$ cat config.mk
export PLATFORM = sky130hd
export DESIGN_NAME = peripheral_dma
export DESIGN_NICKNAME = d
export VERILOG_FILES = /design/src/dma_pkg.sv /design/src/peripheral_dma.sv
export SDC_FILE = /design/constraint.sdc
export NUM_CORES = 1
export LEC_CHECK = 0
export ABC_AREA = 1
export BUFFER_PORTS_ARGS = -buffer_cell sky130_fd_sc_hd__buf_2
export CORE_MARGIN = 1
export CORE_UTILIZATION = 37
export DETAILED_ROUTE_END_ITERATION = 12
export PLACE_DENSITY = 0.57
export SYNTH_ARGS = -nofsm -noshare
export SYNTH_HDL_FRONTEND = slang
export SYNTH_SLANG_ARGS = --single-unit
export TNS_END_PERCENT = 20
$ cat constraint.sdc
create_clock -name pclk -period 2.44 [get_ports pclk]
set_clock_uncertainty 0.05 [all_clocks]
set_input_delay 0.488 -clock pclk [delete_from_list [all_inputs] [get_ports pclk]]
set_output_delay 0.488 -clock pclk [all_outputs]
set_load 0.02 [all_outputs]
$ cat src/dma_pkg.sv
// shared constants for the peripheral dma channel pair
package dma_pkg;

    // ---------------------------------------------------------------
    // register offsets inside the owning peripheral's space
    // ---------------------------------------------------------------
    localparam int           ADDR_W        = 12;
    localparam logic [11:0]  RX_PTR_OFF    = 12'h100;
    localparam logic [11:0]  RX_CNT_OFF    = 12'h104;
    localparam logic [11:0]  TX_PTR_OFF    = 12'h108;
    localparam logic [11:0]  TX_CNT_OFF    = 12'h10C;
    localparam logic [11:0]  RX_NPTR_OFF   = 12'h110;
    localparam logic [11:0]  RX_NCNT_OFF   = 12'h114;
    localparam logic [11:0]  TX_NPTR_OFF   = 12'h118;
    localparam logic [11:0]  TX_NCNT_OFF   = 12'h11C;
    localparam logic [11:0]  CTRL_OFF      = 12'h120;
    localparam logic [11:0]  STAT_OFF      = 12'h124;

    // ---------------------------------------------------------------
    // field positions; channel 0 is receive, channel 1 is transmit
    // ---------------------------------------------------------------
    localparam int           CH_ON_BIT [2] = '{0, 8};
    localparam int           CH_OFF_BIT[2] = '{1, 9};
    localparam int           CH_EN_BIT [2] = '{0, 8};
    localparam int           CH_END_BIT[2] = '{16, 18};
    localparam int           CH_ALL_BIT[2] = '{17, 19};

    // ---------------------------------------------------------------
    // reset values and transfer sizes
    // ---------------------------------------------------------------
    localparam logic [31:0]  PTR_RST       = 32'h0000_0000;
    localparam logic [15:0]  CNT_RST       = 16'h0000;
    localparam logic [1:0]   SIZE_BYTE     = 2'h0;
    localparam logic [1:0]   SIZE_HALF     = 2'h1;
    localparam logic [1:0]   SIZE_WORD     = 2'h2;
    localparam logic [31:0]  STEP_BYTE     = 32'h0000_0001;
    localparam logic [31:0]  STEP_HALF     = 32'h0000_0002;
    localparam logic [31:0]  STEP_WORD     = 32'h0000_0004;

    // ---------------------------------------------------------------
    // transfer sequencer states
    // ---------------------------------------------------------------
    typedef enum logic [6:0] {
        ST_IDLE      = 7'b0000001,
        ST_GRANT     = 7'b0000010,
        ST_RX_PERIPH = 7'b0000100,
        ST_RX_MEM    = 7'b0001000,
        ST_TX_MEM    = 7'b0010000,
        ST_TX_PERIPH = 7'b0100000,
        ST_UPDATE    = 7'b1000000
    } xfer_state_t;

endpackage

$ cat src/peripheral_dma.sv
// receive and transmit dma channel pair with apb registers and memory master
//
// The implementer's own choices: the register addresses and the APB interface to the registers.
`timescale 1ns/1ps

// How it works
// RL1 - one receive and one transmit channel
// RL2 - registers start at offset 0x100
// RL3 - four 32-bit pointers, four 16-bit counters
// RL4 - current count reads remaining transfers anytime
// RL5 - current pointer reads present transfer address
// RL6 - write-only control: separate on/off per channel
// RL7 - status shows each channel enabled
// RL8 - end flags go out to peripheral
// RL9 - receive done when receive count hits zero
// RL10 - receive all full when both counts zero
// RL11 - transmit done when transmit count hits zero
// RL12 - transmit all empty when both counts zero
// RL13 - pointer advances by 1, 2 or 4
// RL14 - pointer rewrite while active takes effect
// RL15 - counter decrements once per transfer
// RL16 - counter zero stops channel unless chained
// RL17 - both counts zero ignores requests, flags end
// RL18 - peripheral requests by ready signals
// RL19 - peripheral raises its own end interrupt
// RL20 - pointer may address whole memory space
// RL21 - chain loads next pointer and count
// RL22 - next count cleared after loading
// RL23 - counter write clears channel end flags
// RL24 - arrival order, receive first when simultaneous
// RL25 - rx: peripheral then memory; tx: reverse
// RL26 - disable beats enable in one write
module peripheral_dma
    import dma_pkg::*;
(
    // clock and reset
    input  wire logic               pclk,
    input  wire logic               presetn,
    // apb slave
    input  wire logic               psel,
    input  wire logic               penable,
    input  wire logic               pwrite,
    input  wire logic [ADDR_W-1:0]  paddr,
    input  wire logic [31:0]        pwdata,
    output logic      [31:0]        prdata,
    output logic                    pready,
    output logic                    pslverr,
    // peripheral side
    input  wire logic               rx_request,
    input  wire logic               tx_request,
    input  wire logic [1:0]         xfer_size,
    input  wire logic [31:0]        rx_holding_word,
    output logic                    rx_take,
    output logic                    tx_write,
    output logic      [31:0]        tx_data,
    output logic                    rx_buffer_done,
    output logic                    rx_all_buffers_full,
    output logic                    tx_buffer_done,
    output logic                    tx_all_buffers_empty,
    // system bus master
    output logic                    mem_req,
    input  wire logic               mem_gnt,
    output logic                    mem_valid,
    output logic                    mem_write,
    output logic      [31:0]        mem_addr,
    output logic      [1:0]         mem_size,
    output logic      [31:0]        mem_wdata,
    input  wire logic               mem_ready,
    input  wire logic [31:0]        mem_rdata
);

    // ---------------------------------------------------------------
    // apb decode
    // ---------------------------------------------------------------
    logic              wr_en;
    logic [11:0]       off;
    logic [31:0]       rdata_d;
    logic              err_d;
    logic [31:0]       prdata_q;
    logic              pslverr_q;

    logic [31:0]       cur_ptr_q  [2];                           // RL3
    logic [31:0]       nxt_ptr_q  [2];
    logic [15:0]       cur_cnt_q  [2];
    logic [15:0]       nxt_cnt_q  [2];
    logic              en_q       [2];
    logic              end_q      [2];
    logic              all_q      [2];
    logic              xfer_done  [2];

    assign off   = 12'(paddr);
    assign wr_en = psel & penable & pwrite;

    assign pready  = psel & penable;
    assign prdata  = prdata_q;
    assign pslverr = pslverr_q;

    // read data is captured in the setup cycle so the access phase needs no wait
    always_comb begin
        rdata_d = 32'h0000_0000;
        err_d   = 1'b0;
        unique case (off)
            RX_PTR_OFF:  rdata_d = cur_ptr_q[0];                 // RL5
            TX_PTR_OFF:  rdata_d = cur_ptr_q[1];                 // RL5
            RX_CNT_OFF:  rdata_d = {16'h0000, cur_cnt_q[0]};     // RL4
            TX_CNT_OFF:  rdata_d = {16'h0000, cur_cnt_q[1]};     // RL4
            RX_NPTR_OFF: rdata_d = nxt_ptr_q[0];
            TX_NPTR_OFF: rdata_d = nxt_ptr_q[1];
            RX_NCNT_OFF: rdata_d = {16'h0000, nxt_cnt_q[0]};
            TX_NCNT_OFF: rdata_d = {16'h0000, nxt_cnt_q[1]};
            CTRL_OFF:    rdata_d = 32'h0000_0000;                // RL6
            STAT_OFF: begin
                rdata_d[CH_EN_BIT[0]]  = en_q[0];                // RL7
                rdata_d[CH_EN_BIT[1]]  = en_q[1];                // RL7
                rdata_d[CH_END_BIT[0]] = end_q[0];
                rdata_d[CH_END_BIT[1]] = end_q[1];
                rdata_d[CH_ALL_BIT[0]] = all_q[0];
                rdata_d[CH_ALL_BIT[1]] = all_q[1];
            end
            default:     err_d   = 1'b1;                         // RL2
        endcase

        // control and status are one-way registers
        if (pwrite && off == STAT_OFF) begin
            err_d = 1'b1;
        end
    end

    always_ff @(posedge pclk or negedge presetn) begin
        if (!presetn) begin
            prdata_q  <= 32'h0000_0000;
            pslverr_q <= 1'b0;
        end else if (psel && !penable) begin
            prdata_q  <= pwrite ? 32'h0000_0000 : rdata_d;
            pslverr_q <= err_d;
        end
    end

    // ---------------------------------------------------------------
    // transfer sequencer
    // ---------------------------------------------------------------
    xfer_state_t       state_q, state_d;
    logic              sel_q, sel_d;
    logic [31:0]       data_q, data_d;
    logic              tx_older_q, tx_older_d;
    logic              pend [2];
    logic [31:0]       step;

    always_comb begin
        unique case (xfer_size)
            SIZE_BYTE: step = STEP_BYTE;                         // RL13
            SIZE_HALF: step = STEP_HALF;                         // RL13
            default:   step = STEP_WORD;                         // RL13
        endcase
    end

    // a channel with no count left ignores its peripheral entirely
    assign pend[0] = rx_request & en_q[0] & (cur_cnt_q[0] != CNT_RST);  // RL18 RL16 RL17
    assign pend[1] = tx_request & en_q[1] & (cur_cnt_q[1] != CNT_RST);  // RL18 RL16 RL17

    always_comb begin
        state_d    = state_q;
        sel_d      = sel_q;
        data_d     = data_q;
        tx_older_d = tx_older_q;

        // remember that transmit was waiting before receive arrived
        if (pend[1] && !pend[0]) begin
            tx_older_d = 1'b1;                                   // RL24
        end else if (!pend[1]) begin
            tx_older_d = 1'b0;
        end
        unique case (state_q)
            ST_IDLE: begin
                if (pend[0] || pend[1]) begin
                    sel_d   = pend[1] & (!pend[0] | tx_older_q); // RL24
                    state_d = ST_GRANT;
                end
            end
            ST_GRANT: begin
                if (mem_gnt) begin
                    state_d = sel_q ? ST_TX_MEM : ST_RX_PERIPH;  // RL25
                end
            end
            ST_RX_PERIPH: begin
                data_d  = rx_holding_word;                       // RL25
                state_d = ST_RX_MEM;
            end
            ST_RX_MEM: begin
                if (mem_ready) begin
                    state_d = ST_UPDATE;
                end
            end
            ST_TX_MEM: begin
                if (mem_ready) begin
                    data_d  = mem_rdata;                         // RL25
                    state_d = ST_TX_PERIPH;
                end
            end
            ST_TX_PERIPH: begin
                state_d    = ST_UPDATE;
                tx_older_d = 1'b0;
            end
            ST_UPDATE: begin
                state_d = ST_IDLE;
            end
        endcase
    end

    always_ff @(posedge pclk or negedge presetn) begin
        if (!presetn) begin
            state_q    <= ST_IDLE;
            sel_q      <= 1'b0;
            data_q     <= 32'h0000_0000;
            tx_older_q <= 1'b0;
        end else begin
            state_q    <= state_d;
            sel_q      <= sel_d;
            data_q     <= data_d;
            tx_older_q <= tx_older_d;
        end
    end

    assign mem_req   = (state_q != ST_IDLE) & (state_q != ST_UPDATE);
    assign mem_valid = (state_q == ST_RX_MEM) | (state_q == ST_TX_MEM);
    assign mem_write = (state_q == ST_RX_MEM);

    assign mem_addr  = cur_ptr_q[sel_q];                         // RL20
    assign mem_size  = xfer_size;
    assign mem_wdata = data_q;

    assign rx_take   = (state_q == ST_RX_PERIPH);
    assign tx_write  = (state_q == ST_TX_PERIPH);
    assign tx_data   = data_q;

    assign xfer_done[0] = (state_q == ST_UPDATE) & !sel_q;
    assign xfer_done[1] = (state_q == ST_UPDATE) & sel_q;

    assign rx_buffer_done       = end_q[0];                      // RL8
    assign rx_all_buffers_full  = all_q[0];                      // RL8
    assign tx_buffer_done       = end_q[1];                      // RL8
    assign tx_all_buffers_empty = all_q[1];                      // RL8

    // ---------------------------------------------------------------
    // per-channel pointers, counters, enables and end flags
    // ---------------------------------------------------------------
    for (genvar c = 0; c < 2; c++) begin : g_ch                  // RL1
        logic [11:0] ptr_off;
        logic [11:0] cnt_off;
        logic [11:0] nptr_off;
        logic [11:0] ncnt_off;
        logic [31:0] cur_ptr_d;
        logic [31:0] nxt_ptr_d;
        logic [15:0] cur_cnt_d;
        logic [15:0] nxt_cnt_d;
        logic        en_d;
        logic        end_d;
        logic        all_d;
        logic        cnt_wr;
        logic        hit_zero;
        logic        hit_all;
        logic        chained;

        assign ptr_off  = (c == 0) ? RX_PTR_OFF  : TX_PTR_OFF;   // RL2
        assign cnt_off  = (c == 0) ? RX_CNT_OFF  : TX_CNT_OFF;
        assign nptr_off = (c == 0) ? RX_NPTR_OFF : TX_NPTR_OFF;
        assign ncnt_off = (c == 0) ? RX_NCNT_OFF : TX_NCNT_OFF;

        always_comb begin
            cur_ptr_d = cur_ptr_q[c];
            nxt_ptr_d = nxt_ptr_q[c];
            cur_cnt_d = cur_cnt_q[c];
            nxt_cnt_d = nxt_cnt_q[c];
            en_d      = en_q[c];
            cnt_wr    = 1'b0;
            chained   = 1'b0;

            // a finished transfer moves the channel on
            if (xfer_done[c]) begin
                cur_ptr_d = cur_ptr_q[c] + step;                 // RL13
                cur_cnt_d = cur_cnt_q[c] - 16'h0001;             // RL15
                if (cur_cnt_d == CNT_RST && nxt_cnt_q[c] != CNT_RST) begin
                    cur_ptr_d = nxt_ptr_q[c];                    // RL21
                    cur_cnt_d = nxt_cnt_q[c];                    // RL21
                    nxt_cnt_d = CNT_RST;                         // RL22
                    // the drained buffer still counts as ended
                    chained   = 1'b1;                            // RL9 RL11
                end
            end

            // software writes land after the update, so a new pointer wins
            if (wr_en) begin
                if (off == ptr_off) begin
                    cur_ptr_d = pwdata;                          // RL14
                end
                if (off == nptr_off) begin
                    nxt_ptr_d = pwdata;
                end
                if (off == cnt_off) begin
                    cur_cnt_d = pwdata[15:0];
                    cnt_wr    = 1'b1;
                end
                if (off == ncnt_off) begin
                    nxt_cnt_d = pwdata[15:0];
                    cnt_wr    = 1'b1;
                end
                if (off == CTRL_OFF) begin
                    if (pwdata[CH_OFF_BIT[c]]) begin
                        en_d = 1'b0;                             // RL26 RL6
                    end else if (pwdata[CH_ON_BIT[c]]) begin
                        en_d = 1'b1;                             // RL6
                    end
                end
            end

            // flags fire on the step into zero; the set beats a clearing write
            hit_zero = ((cur_cnt_d == CNT_RST) & (cur_cnt_q[c] != CNT_RST)) | chained;  // RL9 RL11
            hit_all  = (cur_cnt_d == CNT_RST) & (nxt_cnt_d == CNT_RST)
                     & ~((cur_cnt_q[c] == CNT_RST) & (nxt_cnt_q[c] == CNT_RST));  // RL10 RL12
            end_d = hit_zero | (end_q[c] & ~cnt_wr);             // RL23 RL17
            all_d = hit_all | (all_q[c] & ~cnt_wr);              // RL23
        end

        always_ff @(posedge pclk or negedge presetn) begin
            if (!presetn) begin
                cur_ptr_q[c] <= PTR_RST;
                nxt_ptr_q[c] <= PTR_RST;
                cur_cnt_q[c] <= CNT_RST;
                nxt_cnt_q[c] <= CNT_RST;
                en_q[c]      <= 1'b0;
                end_q[c]     <= 1'b0;
                all_q[c]     <= 1'b0;
            end else begin
                cur_ptr_q[c] <= cur_ptr_d;
                nxt_ptr_q[c] <= nxt_ptr_d;
                cur_cnt_q[c] <= cur_cnt_d;
                nxt_cnt_q[c] <= nxt_cnt_d;
                en_q[c]      <= en_d;
                end_q[c]     <= end_d;
                all_q[c]     <= all_d;
            end
        end
    end

endmodule

# Word-level counts from Yosys, hierarchy flattened
# Index checks and enable logic that the tools add are counted.
[word_totals]
input_bits = 119
ff_bits = 272
wordCells = 182
output_inout_bits = 141
[op_classes]
order_cmp = 1
muxes = 62
add_sub_neg = 4
n_eq_ne = 25
bitwise_logic = 35
n_reduce_logical = 35
[ops]
columns = ["op", "n"]
rows = [
  ["two-way mux 32 bit", 13],
  ["two-way mux 16 bit", 16],
  ["logical NOT 16 bit", 10],
  ["equality test 12 x 9 -> 1 bit (second input constant)", 10],
  ["one-hot mux 7 bit (8 select lines)", 2],
  ["adder 32 bit", 2],
  ["one-hot mux 32 bit (2 select lines)", 1],
  ["nonzero test 16 bit", 4],
  ["one-hot mux 7 bit (7 select lines)", 1],
  ["one-hot mux 12 bit (4 select lines)", 1],
  ["subtractor 16 x 1 -> 16 bit (second input constant)", 2],
  ["two-way mux 7 bit", 4],
  ["AND 1 bit", 22],
  ["one-hot mux 4 bit (5 select lines)", 1],
  ["two-way mux 1 bit", 19],
  ["one-hot mux 1 bit (9 select lines)", 2],
  ["OR reduction 10 bit", 1],
  ["bitwise OR 1 bit", 8],
  ["AND reduction 2 bit", 4],
  ["equality test 7 x 1 -> 1 bit (second input constant)", 1],
  ["equality test 7 x 2 -> 1 bit (second input constant)", 1],
  ["equality test 7 x 3 -> 1 bit (second input constant)", 1],
  ["equality test 7 x 4 -> 1 bit (second input constant)", 1],
  ["equality test 7 x 5 -> 1 bit (second input constant)", 1],
  ["20 further kinds", 34],
]

# Depth between registers and ports, before layout
[depth]
depth_word = 11
mapped_depth = 22
mapped_depth_nobuf = 22

# Least setup slack after synthesis
# Ideal clock, no wire load.
[synth_timing]
kind = "in2reg"
start = "in xfer_size[0]"
end = "reg cur_ptr_q[30] (netlist bit)"
setup_time_ps = 120
required_ps = 2270
arrival_time_ps = 2551
path_buffers = 0
slack_ps = -280
stages = 15
cell_sequence = "nor2_1 ha_1 inv_1 fa_1 o21ai_0 nand3_1 nor3_1 nand2_1 nor2_1 nand4_1 xor2_1 nand2_1 o2111ai_1 o21ai_0 inv_1"
[synth_between]
elab_chain_len = 7
elab_cells_between_ends = 8
cone_classes = "add/sub (1); eq/ne (1); mux (5); reduce/logical (1)"
[synth_lines]
columns = ["item", "line_no", "text"]
rows = [
  ["start, declared", "peripheral_dma.sv:51", "input wire logic [1:0] xfer_size,"],
  ["equality test 2 x 1 -> 1 bit or logical NOT 2 bit (tied branches)", "peripheral_dma.sv:150", "unique case (xfer_size)"],
  ["one-hot mux 3 bit (2 select lines) *", "peripheral_dma.sv:150", ""],
  ["adder 32 bit *", "peripheral_dma.sv:280", "cur_ptr_d = cur_ptr_q[c] + step;"],
  ["two-way mux 32 bit *", "peripheral_dma.sv:282", "if (cur_cnt_d == CNT_RST && nxt_cnt_q[c] != CNT_RST) begin"],
  ["two-way mux 32 bit *", "peripheral_dma.sv:279", "if (xfer_done[c]) begin"],
  ["two-way mux 32 bit", "peripheral_dma.sv:293", "if (off == ptr_off) begin"],
  ["two-way mux 32 bit *", "peripheral_dma.sv:292", "if (wr_en) begin"],
  ["net g_ch[1].cur_ptr_d[30]", "peripheral_dma.sv:252", "logic [31:0] cur_ptr_d;"],
  ["end signal, assigned by index", "peripheral_dma.sv:334", "cur_ptr_q[c] <= cur_ptr_d;"],
  ["end, declared", "peripheral_dma.sv:82", "logic [31:0] cur_ptr_q [2];"],
]
# Mark *: on every way through the listed nets, which the timed path passes. The rest lies on a longest branch.
# A chain may end at the register's enable or synchronous reset.

# Final worst setup path
[layout_timing]
start = "reg cur_cnt_q[1] (netlist bit)"
end = "reg all_q, in the netlist tx_all_buffers_empty"
[layout_between]
elab_chain_len = 11
elab_cells_between_ends = 19
cone_classes = "add/sub (1); mux (8); bitwise (5); reduce/logical (5)"
[layout_lines]
columns = ["item", "line_no", "text"]
rows = [
  ["start, declared", "peripheral_dma.sv:84", "logic [15:0] cur_cnt_q [2];"],
  ["start signal, assigned by index", "peripheral_dma.sv:336", "cur_cnt_q[c] <= cur_cnt_d;"],
  ["subtractor 16 x 1 -> 16 bit", "peripheral_dma.sv:281", "cur_cnt_d = cur_cnt_q[c] - 16'h0001;"],
  ["logical NOT 16 bit", "peripheral_dma.sv:282", ""],
  ["logical AND 1 bit", "peripheral_dma.sv:282", ""],
  ["two-way mux 16 bit", "peripheral_dma.sv:282", ""],
  ["two-way mux 16 bit", "peripheral_dma.sv:279", ""],
  ["two-way mux 16 bit (on tied branches)", "peripheral_dma.sv:299, peripheral_dma.sv:303", ""],
  ["two-way mux 16 bit", "peripheral_dma.sv:292", ""],
  ["logical NOT 16 bit", "peripheral_dma.sv:318", "hit_all = (cur_cnt_d == CNT_RST) & (nxt_cnt_d == CNT_RST)"],
  ["AND 1 bit", "peripheral_dma.sv:318", ""],
  ["AND 1 bit *", "peripheral_dma.sv:319", "& ~((cur_cnt_q[c] == CNT_RST) & (nxt_cnt_q[c] == CNT_RST));"],
  ["bitwise OR 1 bit *", "peripheral_dma.sv:321", "all_d = hit_all | (all_q[c] & ~cnt_wr);"],
  ["net g_ch[1].all_d", "peripheral_dma.sv:258", "logic all_d;"],
  ["end signal, assigned by index", "peripheral_dma.sv:340", "all_q[c] <= all_d;"],
  ["end, declared", "peripheral_dma.sv:88", "logic all_q [2];"],
]
# Marked as above.

==> summary.md <==
| Metric | Value |
|---|---|
| Status | `finished with violations` |
| Failing checks | `negative setup slack` |
| Final core occ | `0.542` |
| Slew headroom | `0.415` |
| Final setup viols | `75` |
| Total clock sinks | `272` |
| Die height | `219 um` |
| Net switching power figure | `6940 uW` |
| Top area cells in the synthesized netlist | `dfrtp_1 (39%), nand2_1 (14%), inv_1 (8.0%), o21ai_0 (7.7%), nor2_1 (5.7%)` |
| Via/cell ratio | `5.36` |
| Asr flop ratio synth | `1.00` |
| Num CTS Buffers | `35` |
| Syn Inst Count | `2544` |
| Area leader, netlist | `dfrtp_1` |
| Vias in the first global route | `19500` |
| Switching share of power | `0.389` |
| Critical Path End Type | `register` |
| Clk Tree Root Cell | `clkbuf_16` |
| Ys Warns | `0` |
| Starting Density | `0.375` |
| Delay-heaviest family, CP | `simple AND/OR/NAND/NOR gates` |
| Library cells used by synthesis | `55` |
| Post-synthesis average cell area | `6.86 um^2` |
| Synth Flop Type | `dfrtp_1` |
| Setup TNS Final | `-7.80 ns` |
| DR pass1 iterations | `6` |
| Buf/Inv on CP | `2` |
| CP dominant cell by count | `nand2_1` |
| Clock buffer depth | `3` |
| Crit Path Class | `register to register` |
| Total Power | `17900 uW` |
| Area growth from synthesis to layout | `44.6%` |
| Initial antenna violation count | `0` |
| Yosys reg bits | `272` |
| Mapped Nets | `2675` |
| R2r startpoint | `cur_cnt_q[1]` |
| CTS tree | `yes` |
| Leakage | `0.0128 uW` |
| Final Hold Viols | `0` |
| Area share of the largest cell type after synthesis | `0.389` |
| DRT iter0 DRCs | `1730` |
| Slew Viols, Final | `0` |
| WL/cell | `21.9 um` |
| Final WS setup | `-0.323 ns` |
| Critical Path AT | `3.21 ns` |
| CTS clk-pin slew, worst paths | `0.06 ns` |
| Wire length of the first global-routing pass | `122000 um` |
| HP Class | `primary input to register` |
| Rows | `79` |
| Total GRT Usage | `0.346` |
| Htree depth | `2` |
| Core box area | `46600 um^2` |
| IO buf count | `259` |
| DRC | `0` |
| Fraction of layout cells with a size suffix above 1 | `0.328` |
| Nets | `3327` |
| Clock share of power | `0.291` |
| DRT antenna net count | `0` |
| Total of max-cap violations | `0` |
| Fin crit share | `1.13` |
| CP Launch Point | `cur_cnt_q[1]` |
| Top-Level Pins | `260` |
| Sequential fraction of the synthesis area | `0.390` |
| Comb power frac | `0.388` |
| Final min period | `2.76 ns` |
| Cell-internal power | `10900 uW` |
| PwrDens | `708 nW/um^2` |
| Hold WS | `0.0766 ns` |
| HP Start | `mem_ready` |
| Die area | `48000 um^2` |
| RSZ-0062 raised after global routing | `true` |
| Startpoint Class | `register` |
| Routability cong. | `1.02` |
| Most common cell after layout, fill and taps aside | `nand2_1` |
| Flop pwr share | `0.321` |
| Fmax | `0.362 GHz` |
| Least-Margin Pin Slew | `0.866 ns` |
| Max incr delay on CP | `0.40 ns` |
| Routed WL | `84000 um` |
| Via count | `20500` |
| EDFF count, synth | `0` |
| HPWL after DPL | `65200 um` |
| Largest net degree at the start of global routing | `65` |
| Worst EP required | `2.89 ns` |
| Most frequent cells in the layout | `nand2_1 (586), buf_4 (408), inv_1 (355), dfrtp_1 (270), buf_2 (256)` |
| Grt total ovfl | `0` |
| VDD IR max | `0.730 mV` |
| Die width | `219 um` |
| Worst-path maximum fanout | `5` |
| Synthesized area | `17400 um^2` |
| Slowest cell on the critical path | `dfrtp_1` |
| Clk_lat worst skew | `0.58 ns` |
| Crit path cell chain | `buf_6 > nor2_4 > nand2_2 > nand2_1 > nand2_2 > nor2_2 > nand3_2 > nor2_4 > nand2_1 > nor2_2 > nand2_4 > buf_6 > nand3_2 > nand3_2 > nand2_2 > nand2_1 > nor2_2 > nand2_2 > nor2_4 > nand2_1 > nand2_1` |
Yosys cell counts (3+ instances only):
cell / count
nand2_1: 645
inv_1: 372
dfrtp_1: 271
o21ai_0: 270
nor2_1: 264
nand3_1: 155
clkbuf_1: 75
a31oi_1: 54
o22ai_1: 53
xor2_1: 47
a21oi_1: 45
nor3_1: 40
buf_4: 38
nand4_1: 20
a221oi_1: 17
o2111ai_1: 17
o211ai_1: 17
buf_2: 14
nor2_2: 13
nor4_1: 13
ha_1: 10
nand2_2: 9
clkinv_1: 8
o21ai_1: 7
a22o_1: 6
inv_2: 6
nor2_4: 6
nand3b_1: 5
a211oi_1: 4
a21o_1: 4
buf_6: 4
nand3_2: 3
o21bai_1: 3
metal layers:
metal / wire length, um / up-vias / track usage
li1: - / 9553 / -
met1: 33700 / 9839 / 0.434
met2: 39200 / 903 / 0.571
met3: 5830 / 225 / 0.0486
met4: 5280 / 0 / 0.195
met5: 0 / - / 0
registers in the layout (all words and copies together), names as in the netlist:
register              count
pslverr                   1
nxt_cnt_q                32
cur_ptr_q                64
prdata                   32
rx_all_buffers_full       1
nxt_ptr_q                64
rx_buffer_done            1
tx_all_buffers_empty      1
en_q                      2
cur_cnt_q                32
tx_buffer_done            1
sel_q                     1
tx_older_q                1
state_q                   7
mem_wdata                32
what timing repair did:
action                                  in CTS  in global routing
pin swaps                                   54                 79
endpoints found under the setup margin     142                148
hold buffers                                 1                  0
cloned                                       6                  1
endpoints found under the hold margin       52                  0
buffers inserted                            32                 15
resized for setup                          199                184
logic make-up (layout without fill, tap and decap cells):
logic type | count (synthesis) | count (layout) | synth area share
simple gates | 1183 | 1184 | 0.284
buf+inv | 519 | 1192 | 0.123
compound gates | 510 | 510 | 0.169
flops | 272 | 272 | 0.390
xor+xnor | 48 | 48 | 0.0241
fa+ha+maj | 12 | 12 | 0.00947
other cells | 0 | 2 | 0
area by class of cell:
| class | count | area, um^2 |
|---|---|---|
| sequential | 272 | 6810 |
| clock buffer | 48 | 965 |
| timing repair buffer | 747 | 5620 |
| fill | 4539 | 21300 |
| antenna | 2 | 5.00 |
| multi-input combinational | 1754 | 9460 |
| tap | 607 | 759 |
| inverter | 386 | 1470 |
| clock inverter | 11 | 145 |
path summary, 6_finish.rpt:
check / end / slack (ns) / cells past startpoint
worst max-delay path: tx_all_buffers_empty / -0.32 / 21
min in group asynchronous: prdata[26] / 0.44 / 2
worst min register to register: prdata[12] / 0.42 / 1
worst min-delay path: state_q[3] / 0.08 / 2
worst max register to register: tx_all_buffers_empty / -0.32 / 21
max in group asynchronous: state_q[0] / 1.12 / 3
power groups by stage:
stage / clock (uW) / sequential [uW] / combinational, uW
6_report: 5190 / 5740 / 6930
3_5_place_dp: 0 / 5760 / 6230
2_1_floorplan: 0 / 5980 / 3190
3_3_place_gp: 0 / 5740 / 6200
4_1_cts: 5280 / 5720 / 6700
5_1_grt: 5460 / 5830 / 7540
metrics by stage:
step	instance area (um^2)	instances	worst slack (ns)
floorplan	17500	2544	-0.0865
global placement	22400	3714	-0.698
CTS	24500	3812	-0.277
detailed placement	22400	3714	-0.759
finish	25200	3827	-0.323
global route	25200	3825	-0.495
No activity file was read; power rests on OpenSTA's default activity.
